<file path="src/inc/timer_oc2_pkg.sv">
package timer_oc2_pkg;

	// ****************************************
	// Bus geometry
	// ****************************************
	localparam int unsigned ADDR_W = 8;
	localparam int unsigned DATA_W = 8;

	// ****************************************
	// Register offsets
	// ****************************************
	localparam logic [7:0] OFF_CMP_HIGH = 8'h26;
	localparam logic [7:0] OFF_CMP_LOW  = 8'h27;
	localparam logic [7:0] OFF_CONTROL  = 8'h30;
	localparam logic [7:0] OFF_STATUS   = 8'h31;
	localparam logic [7:0] OFF_CNT_HIGH = 8'h32;
	localparam logic [7:0] OFF_CNT_LOW  = 8'h33;
	localparam logic [7:0] OFF_CAP_HIGH = 8'h34;
	localparam logic [7:0] OFF_CAP_LOW  = 8'h35;

	// ****************************************
	// Control bit positions
	// ****************************************
	localparam int unsigned CTL_LEVEL    = 0;
	localparam int unsigned CTL_PIN_EN   = 1;
	localparam int unsigned CTL_CMP_IE   = 2;
	localparam int unsigned CTL_OVF_IE   = 3;
	localparam int unsigned CTL_CAP_IE   = 4;
	localparam int unsigned CTL_CAP_EDGE = 5;

	// ****************************************
	// Status bit positions
	// ****************************************
	localparam int unsigned STS_CMP = 0;
	localparam int unsigned STS_OVF = 1;
	localparam int unsigned STS_CAP = 2;

	// ****************************************
	// Counter values
	// ****************************************
	localparam logic [15:0] CNT_RESET = 16'hfffc;
	localparam logic [15:0] CNT_WRAP  = 16'h0000;
	localparam logic [15:0] CNT_ONE   = 16'h0001;
	localparam logic [7:0]  RD_ZERO   = 8'h00;
	localparam int unsigned BUS_CLOCKS_PER_TICK = 4;

	// Four timer phases, Gray along the loop
	typedef enum logic [1:0] {
		PHASE_ZERO  = 2'b00,
		PHASE_ONE   = 2'b01,
		PHASE_THREE = 2'b11,
		PHASE_TWO   = 2'b10
	} phase_t;

endpackage

</file>
<file path="src/logic/timer_oc2.sv">
`timescale 1ns/10ps
`default_nettype none

module timer_oc2 (
	// Clock, reset, enable
	input  wire logic                                clk,
	input  wire logic                                reset,
	input  wire logic                                ce,
	// Register port
	input  wire logic [timer_oc2_pkg::ADDR_W-1:0]    addr,
	input  wire logic [timer_oc2_pkg::DATA_W-1:0]    wdata,
	input  wire logic                                wr,
	input  wire logic                                rd,
	output logic      [timer_oc2_pkg::DATA_W-1:0]    rdata,
	// Power modes
	input  wire logic                                stopMode,
	input  wire logic                                waitMode,
	input  wire logic                                waitDisplayTimerOff,
	input  wire logic                                interruptsEnabled,
	// Pins and requests
	input  wire logic                                capturePin,
	output logic                                     compareTwoPin,
	output logic                                     timerIrq,
	output logic                                     waitWake
);

	// ****************************************
	// State
	// ****************************************
	typedef struct packed {
		timer_oc2_pkg::phase_t phase;
		logic [15:0]           cnt;
		logic                  level;
		logic                  pinEnable;
		logic                  cmpIe;
		logic                  ovfIe;
		logic                  capIe;
		logic                  capEdge;
		logic                  inhibit;
		logic                  cmpFlag;
		logic                  ovfFlag;
		logic                  capFlag;
		logic                  cmpArm;
		logic                  ovfArm;
		logic                  capArm;
		logic                  matchPend;
		logic                  capPend;
		logic                  stopArmed;
		logic [15:0]           stopCapVal;
		logic                  stopPrev;
		logic                  capPrev;
		logic                  pin;
		logic                  irq;
		logic                  wake;
		logic [7:0]            rdata;
	} state_t;

	// Kept apart: these bytes must survive reset untouched
	typedef struct packed {
		logic [7:0] cmpHigh;
		logic [7:0] cmpLow;
		logic [7:0] capHigh;
		logic [7:0] capLow;
	} store_t;

	state_t st_reg;
	state_t st_next;
	store_t sd_reg;
	store_t sd_next;

	logic running;
	logic edgeSeen;
	logic stopExit;

	assign running  = !stopMode && !(waitMode && waitDisplayTimerOff);
	assign stopExit = st_reg.stopPrev && !stopMode;
	assign edgeSeen = st_reg.capEdge ? (capturePin && !st_reg.capPrev)
	                                 : (!capturePin && st_reg.capPrev);

	// ****************************************
	// Next state
	// ****************************************
	always_comb begin
		st_next = st_reg;
		sd_next = sd_reg;
		st_next.capPrev  = capturePin;
		st_next.stopPrev = stopMode;

		if (running) begin
			case (st_reg.phase)
				timer_oc2_pkg::PHASE_ZERO:  st_next.phase = timer_oc2_pkg::PHASE_ONE;
				timer_oc2_pkg::PHASE_ONE:   st_next.phase = timer_oc2_pkg::PHASE_THREE;
				timer_oc2_pkg::PHASE_THREE: st_next.phase = timer_oc2_pkg::PHASE_TWO;
				default:                    st_next.phase = timer_oc2_pkg::PHASE_ZERO;
			endcase
		end

		// step at end of phase two
		if (running && st_reg.phase == timer_oc2_pkg::PHASE_TWO) begin
			st_next.cnt = 16'(st_reg.cnt + timer_oc2_pkg::CNT_ONE);
		end

		// Register reads: answer next cycle, arm flag clears
		if (rd) begin
			if (addr == timer_oc2_pkg::OFF_CMP_HIGH) begin
				st_next.rdata = sd_reg.cmpHigh;
			end else if (addr == timer_oc2_pkg::OFF_CMP_LOW) begin
				st_next.rdata = sd_reg.cmpLow;
			end else if (addr == timer_oc2_pkg::OFF_CONTROL) begin
				st_next.rdata = {2'b00, st_reg.capEdge, st_reg.capIe, st_reg.ovfIe,
				                 st_reg.cmpIe, st_reg.pinEnable, st_reg.level};
			end else if (addr == timer_oc2_pkg::OFF_STATUS) begin
				st_next.rdata = {5'b00000, st_reg.capFlag, st_reg.ovfFlag, st_reg.cmpFlag};
				st_next.cmpArm = st_reg.cmpFlag;
				st_next.ovfArm = st_reg.ovfFlag;
				st_next.capArm = st_reg.capFlag;
			end else if (addr == timer_oc2_pkg::OFF_CNT_HIGH) begin
				st_next.rdata = st_reg.cnt[15:8];
			end else if (addr == timer_oc2_pkg::OFF_CNT_LOW) begin
				st_next.rdata = st_reg.cnt[7:0];
				// status read then low read clears
				if (st_reg.ovfArm) begin
					st_next.ovfFlag = 1'b0;
					st_next.ovfArm  = 1'b0;
				end
			end else if (addr == timer_oc2_pkg::OFF_CAP_HIGH) begin
				st_next.rdata = sd_reg.capHigh;
			end else if (addr == timer_oc2_pkg::OFF_CAP_LOW) begin
				st_next.rdata = sd_reg.capLow;
				if (st_reg.capArm) begin
					st_next.capFlag = 1'b0;
					st_next.capArm  = 1'b0;
				end
			end else begin
				st_next.rdata = timer_oc2_pkg::RD_ZERO;
			end
		end

		// Register writes
		if (wr) begin
			if (addr == timer_oc2_pkg::OFF_CMP_HIGH) begin
				sd_next.cmpHigh = wdata;
				// hold off compares until low byte
				st_next.inhibit = 1'b1;
			end else if (addr == timer_oc2_pkg::OFF_CMP_LOW) begin
				sd_next.cmpLow = wdata;
				st_next.inhibit = 1'b0;
				if (st_reg.cmpArm) begin
					st_next.cmpFlag = 1'b0;
					st_next.cmpArm  = 1'b0;
				end
			end else if (addr == timer_oc2_pkg::OFF_CONTROL) begin
				st_next.level     = wdata[timer_oc2_pkg::CTL_LEVEL];
				st_next.pinEnable = wdata[timer_oc2_pkg::CTL_PIN_EN];
				st_next.cmpIe     = wdata[timer_oc2_pkg::CTL_CMP_IE];
				st_next.ovfIe     = wdata[timer_oc2_pkg::CTL_OVF_IE];
				st_next.capIe     = wdata[timer_oc2_pkg::CTL_CAP_IE];
				st_next.capEdge   = wdata[timer_oc2_pkg::CTL_CAP_EDGE];
			end
		end

		// compare looked at in phase one only
		if (running && st_reg.phase == timer_oc2_pkg::PHASE_ONE) begin
			st_next.matchPend = !st_reg.inhibit
			                    && st_reg.cnt == {sd_reg.cmpHigh, sd_reg.cmpLow};
		end

		// Capture edges: armed while stopped, pended otherwise
		if (edgeSeen) begin
			if (stopMode) begin
				if (!st_reg.stopArmed) begin
					st_next.stopArmed  = 1'b1;
					st_next.stopCapVal = st_reg.cnt;
				end
			end else begin
				st_next.capPend = 1'b1;
			end
		end

		// flag and data show up on wake
		if (stopExit && st_reg.stopArmed) begin
			st_next.stopArmed = 1'b0;
			st_next.capFlag   = 1'b1;
			st_next.capArm    = 1'b0;
			sd_next.capHigh   = st_reg.stopCapVal[15:8];
			sd_next.capLow    = st_reg.stopCapVal[7:0];
		end

		// Flag setting in phase three; set beats clear
		if (running && st_reg.phase == timer_oc2_pkg::PHASE_THREE) begin
			if (st_reg.matchPend) begin
				st_next.cmpFlag   = 1'b1;
				st_next.cmpArm    = 1'b0;
				st_next.matchPend = 1'b0;
				if (st_reg.pinEnable) begin
					st_next.pin = st_reg.level;
				end
			end
			if (st_reg.cnt == timer_oc2_pkg::CNT_WRAP) begin
				st_next.ovfFlag = 1'b1;
				st_next.ovfArm  = 1'b0;
			end
			if (st_reg.capPend && !(edgeSeen && !stopMode)) begin
				st_next.capPend = 1'b0;
				st_next.capFlag = 1'b1;
				st_next.capArm  = 1'b0;
				sd_next.capHigh = st_reg.cnt[15:8];
				sd_next.capLow  = st_reg.cnt[7:0];
			end
		end

		st_next.irq = (st_next.cmpFlag && st_next.cmpIe)
		              || (st_next.ovfFlag && st_next.ovfIe)
		              || (st_next.capFlag && st_next.capIe);
		// wake from wait on an enabled request
		st_next.wake = st_next.irq && waitMode && interruptsEnabled;
	end

	// ****************************************
	// Registers
	// ****************************************
	// reset presets counter, drops arming
	always_ff @(posedge clk or posedge reset) begin
		if (reset) begin
			st_reg            <= '0;
			st_reg.phase      <= timer_oc2_pkg::PHASE_ZERO;
			st_reg.cnt        <= timer_oc2_pkg::CNT_RESET;
		end else if (ce) begin
			st_reg <= st_next;
		end
	end

	// no reset and no hardware write on compare bytes
	always_ff @(posedge clk) begin
		if (ce) begin
			sd_reg <= sd_next;
		end
	end

	assign rdata         = st_reg.rdata;
	assign compareTwoPin = st_reg.pin;
	assign timerIrq      = st_reg.irq;
	assign waitWake      = st_reg.wake;

	logic inPhaseOne;
	logic inPhaseTwo;
	logic inPhaseThree;
	assign inPhaseOne   = running && st_reg.phase == timer_oc2_pkg::PHASE_ONE;
	assign inPhaseTwo   = running && st_reg.phase == timer_oc2_pkg::PHASE_TWO;
	assign inPhaseThree = running && st_reg.phase == timer_oc2_pkg::PHASE_THREE;
endmodule

`default_nettype wire
</file>
<file path="config.mk">
export PLATFORM = sky130hd
export DESIGN_NAME = timer_oc2
export DESIGN_NICKNAME = d
export VERILOG_FILES = /design/src/inc/timer_oc2_pkg.sv /design/src/logic/timer_oc2.sv
export SDC_FILE = /design/constraint.sdc
export NUM_CORES = 1
export LEC_CHECK = 0
export BUFFER_PORTS_ARGS = -buffer_cell sky130_fd_sc_hd__buf_2
export CAP_MARGIN = 20
export CORE_MARGIN = 1.5
export CORE_UTILIZATION = 55
export DETAILED_ROUTE_END_ITERATION = 10
export GPL_ROUTABILITY_DRIVEN = 0
export GPL_TIMING_DRIVEN = 0
export PLACE_DENSITY = 0.71
export REMOVE_ABC_BUFFERS = 1
export SYNTH_ARGS = -nofsm -noshare
export SYNTH_HDL_FRONTEND = slang
export SYNTH_SLANG_ARGS = --single-unit
</file>
<file path="constraint.sdc">
create_clock -name clk -period 2.3 [get_ports clk]
set_input_delay 0.46 -clock clk [delete_from_list [all_inputs] [get_ports clk]]
set_output_delay 0.46 -clock clk [all_outputs]
set_load 0.01 [all_outputs]
</file>
==> flow_summary.yaml <==
sta:
  setup_ws_ns: 0.218
  skew_ns: 0.0138
  period_minus_slack_ns: 2.08
  final.period_utilization: 0.905
  setup_viol: 0
  drv_slew: 0
  max_freq_mhz: 480
  tightest_slew_ns: 0.773
  slew_headroom: 0.483
  rsz0062_at_grt: "false"
  finalHoldViolCount: 0
clock_tree:
  clock_sinks: 95
  clock_path_buffers: 2
  cts_tree: "built"
  insertion_delay_ns: 0.37
  clkSlewWorstSetupHoldPaths_ns: 0.10
  clockRootBuffer: "clkbuf_8"
  postCtsHoldBufs: 0
  numCtsBuffers: 9
  htree_levels: 3
drt:
  wl_mm: 11.8
  num_vias: 3624
  wl_per_cell_um: 20.1
  drc: 3
  drt.antenna.violating_nets: 0
  routed_via_density: 6.15
  drt_iter0_markers: 342
  dr.pass1.iters: 9
placed_design:
  io_buffers: 36
  place_area_um2: 5210
  dp_hpwl_mm: 8.47
  dp_slack_ns: -0.534
final_layout:
  nets: 504
  postLayoutCellArea_um2: 5450
  fin_util: 0.619
  antenna_cells: 0
  largest_reg_flops: 52
  drive_gt1_frac: 0.237
  area_growth_pct: 7.68
  nFillCells: 712
floorplan:
  dieArea_um2: 9790
  die_w_um: 99.0
  rows: 34
  initial_core_util: 0.575
  coreArea_um2: 8810
  die_y_um: 99.0
  ios: 37
yosys:
  synth_area_leaders: "dfrtp_1 24%, edfxtp_1 19%, dfstp_2 7.3%"
  synthCells: 463
  synthTopCellsByCount: "50 x nand2_1, 49 x dfrtp_1, 34 x o21ai_0, 32 x edfxtp_1, 28 x mux2i_1"
  ys_seq_area_frac: 0.505
  syn_avg_cell_area_um2: 10.9
  yosysMostFrequentCell: "nand2_1"
  synth_enable_flop_cells: 32
  synth-seq-cells: 95
  ys_types: 65
  ys_warn_count: 0
  ys.flop_type: "dfrtp_1"
  synth_top_area_frac: 0.242
  syn_area_um2: 5060
  yosysTopAreaCell: "dfrtp_1"
  async_flop_share: 0.663
setup_path:
  r2r_start: "st_reg[39]"
  crit_type: "in -> reg"
  crit_fanout: 31
  worst_setup_path_end_kind: "register"
  worstRegToRegCells: 5
  critPathLaunchType: "input pin"
  crit_arrival_ns: 2.33
  rrSetupSlack_ns: 0.31
  r2r_end: "st_reg[23]"
  crit_required_ns: 2.54
run:
  max-cap-violations: 0
power:
  peakVddDrop_uv: 430
  p_leak_nw: 2.38
  p_per_area_nw_per_um2: 667
min_path:
  hp-class: "in -> async"
run_status:
  violations: "DRC"
  status: "finished, violations left"
grt:
  grtUsageTotal: 0.253
  grt_pass1_wl_mm: 18.8
  grt.overflow.total: 0
  grt_pass1_vias: 3478
  grt_max_degree: 41
  antenna_found_initial: 0
-- worst max-delay path by stage --
stage | startpoint | end | slack, ns | cells past startpoint
after global routing | st_reg[62] | st_reg[60] | 0.10 | 5
after global placement | addr[3] | st_reg[37] | -0.93 | 6
final | addr[0] | timerIrq | 0.22 | 6
after CTS | addr[3] | sd_reg[20] | 0.09 | 5
after detailed placement | addr[3] | sd_reg[22] | -0.53 | 5
after floorplan | addr[3] | st_reg[37] | -0.04 | 5
-- cells by family after synthesis --
logic type / after synthesis / synth area share
adders and majority gates: 2 / 0.00494
buffers and inverters: 55 / 0.0549
and+or+nand+nor: 132 / 0.144
DFF: 95 / 0.505
AOI/OAI and AO/OA: 94 / 0.121
xor gates and xnor gates: 31 / 0.0536
muxes: 54 / 0.118
-- final cells by class --
cell class | count | area [um2] | share of cell area
Multi-Input combinational cell | 313 | 2240 | 0.410
Clock buffer | 11 | 141 | 0.0259
Sequential cell | 95 | 2550 | 0.469
Timing Repair Buffer | 45 | 275 | 0.0505
Tap cell | 108 | 135 | 0.0248
Clock inverter | 5 | 65.1 | 0.0119
Inverter | 12 | 45.0 | 0.00826
-- stage by stage --
stage	setup TNS [ns]	total power, mW	std cells	hold slack [ns]
after floorplan	-0.0395	2.31	420	0.449
after global placement	-54.63	2.50	564	0.461
after detailed placement	-8.35	2.53	569	0.464
after CTS	0	3.66	585	0.207
after global routing	0	3.79	589	0.225
final	0	3.63	589	0.180
-- critical path, cell delays in order --
cell and delay, ns:
buf_4 0.23, inv_1 0.47, nand4_1 0.34, mux2_2 0.39, a21boi_0 0.29, a21oi_1 0.12
-- report_power, final --
part / switching (mW) / internal (mW) / leakage (nW) / total, mW
Sequential: 0.143 / 1.89 / 1.10 / 2.03
Clock: 0.590 / 0.543 / 0.104 / 1.13
Combinational: 0.273 / 0.201 / 1.17 / 0.474
Total: 1.01 / 2.63 / 2.38 / 3.63
-- cells in the final DEF, fill, tap and decap left out, types with 9 or more instances in the layout --
cell	n
a21oi_1	16
buf_2	36
clkbuf_8	10
dfrtp_1	49
dfstp_2	14
edfxtp_1	32
inv_1	11
mux2_2	20
mux2i_1	28
nand2_1	50
nand3_1	13
nand4_1	9
nor2_1	13
nor3_1	9
o21ai_0	34
xnor2_1	16
xor2_1	15
-- layer usage --
layer / vias to the layer above / part of all wire / track usage / wire [um]
met5: - / 0 / 0 / 0
met4: 0 / 0.014 / 0.0560 / 163
met3: 20 / 0.073 / 0.0539 / 866
met2: 159 / 0.47 / 0.399 / 5610
met1: 1748 / 0.44 / 0.363 / 5180
li1: 1697 / - / - / -
-- repair_timing --
item                                    4_1_cts  5_1_grt
pin swaps                                     0        1
gates resized for setup                       2        1
buffers inserted                              0        4
endpoints found under the setup margin        8       14
No activity file was read; power rests on OpenSTA's default activity.
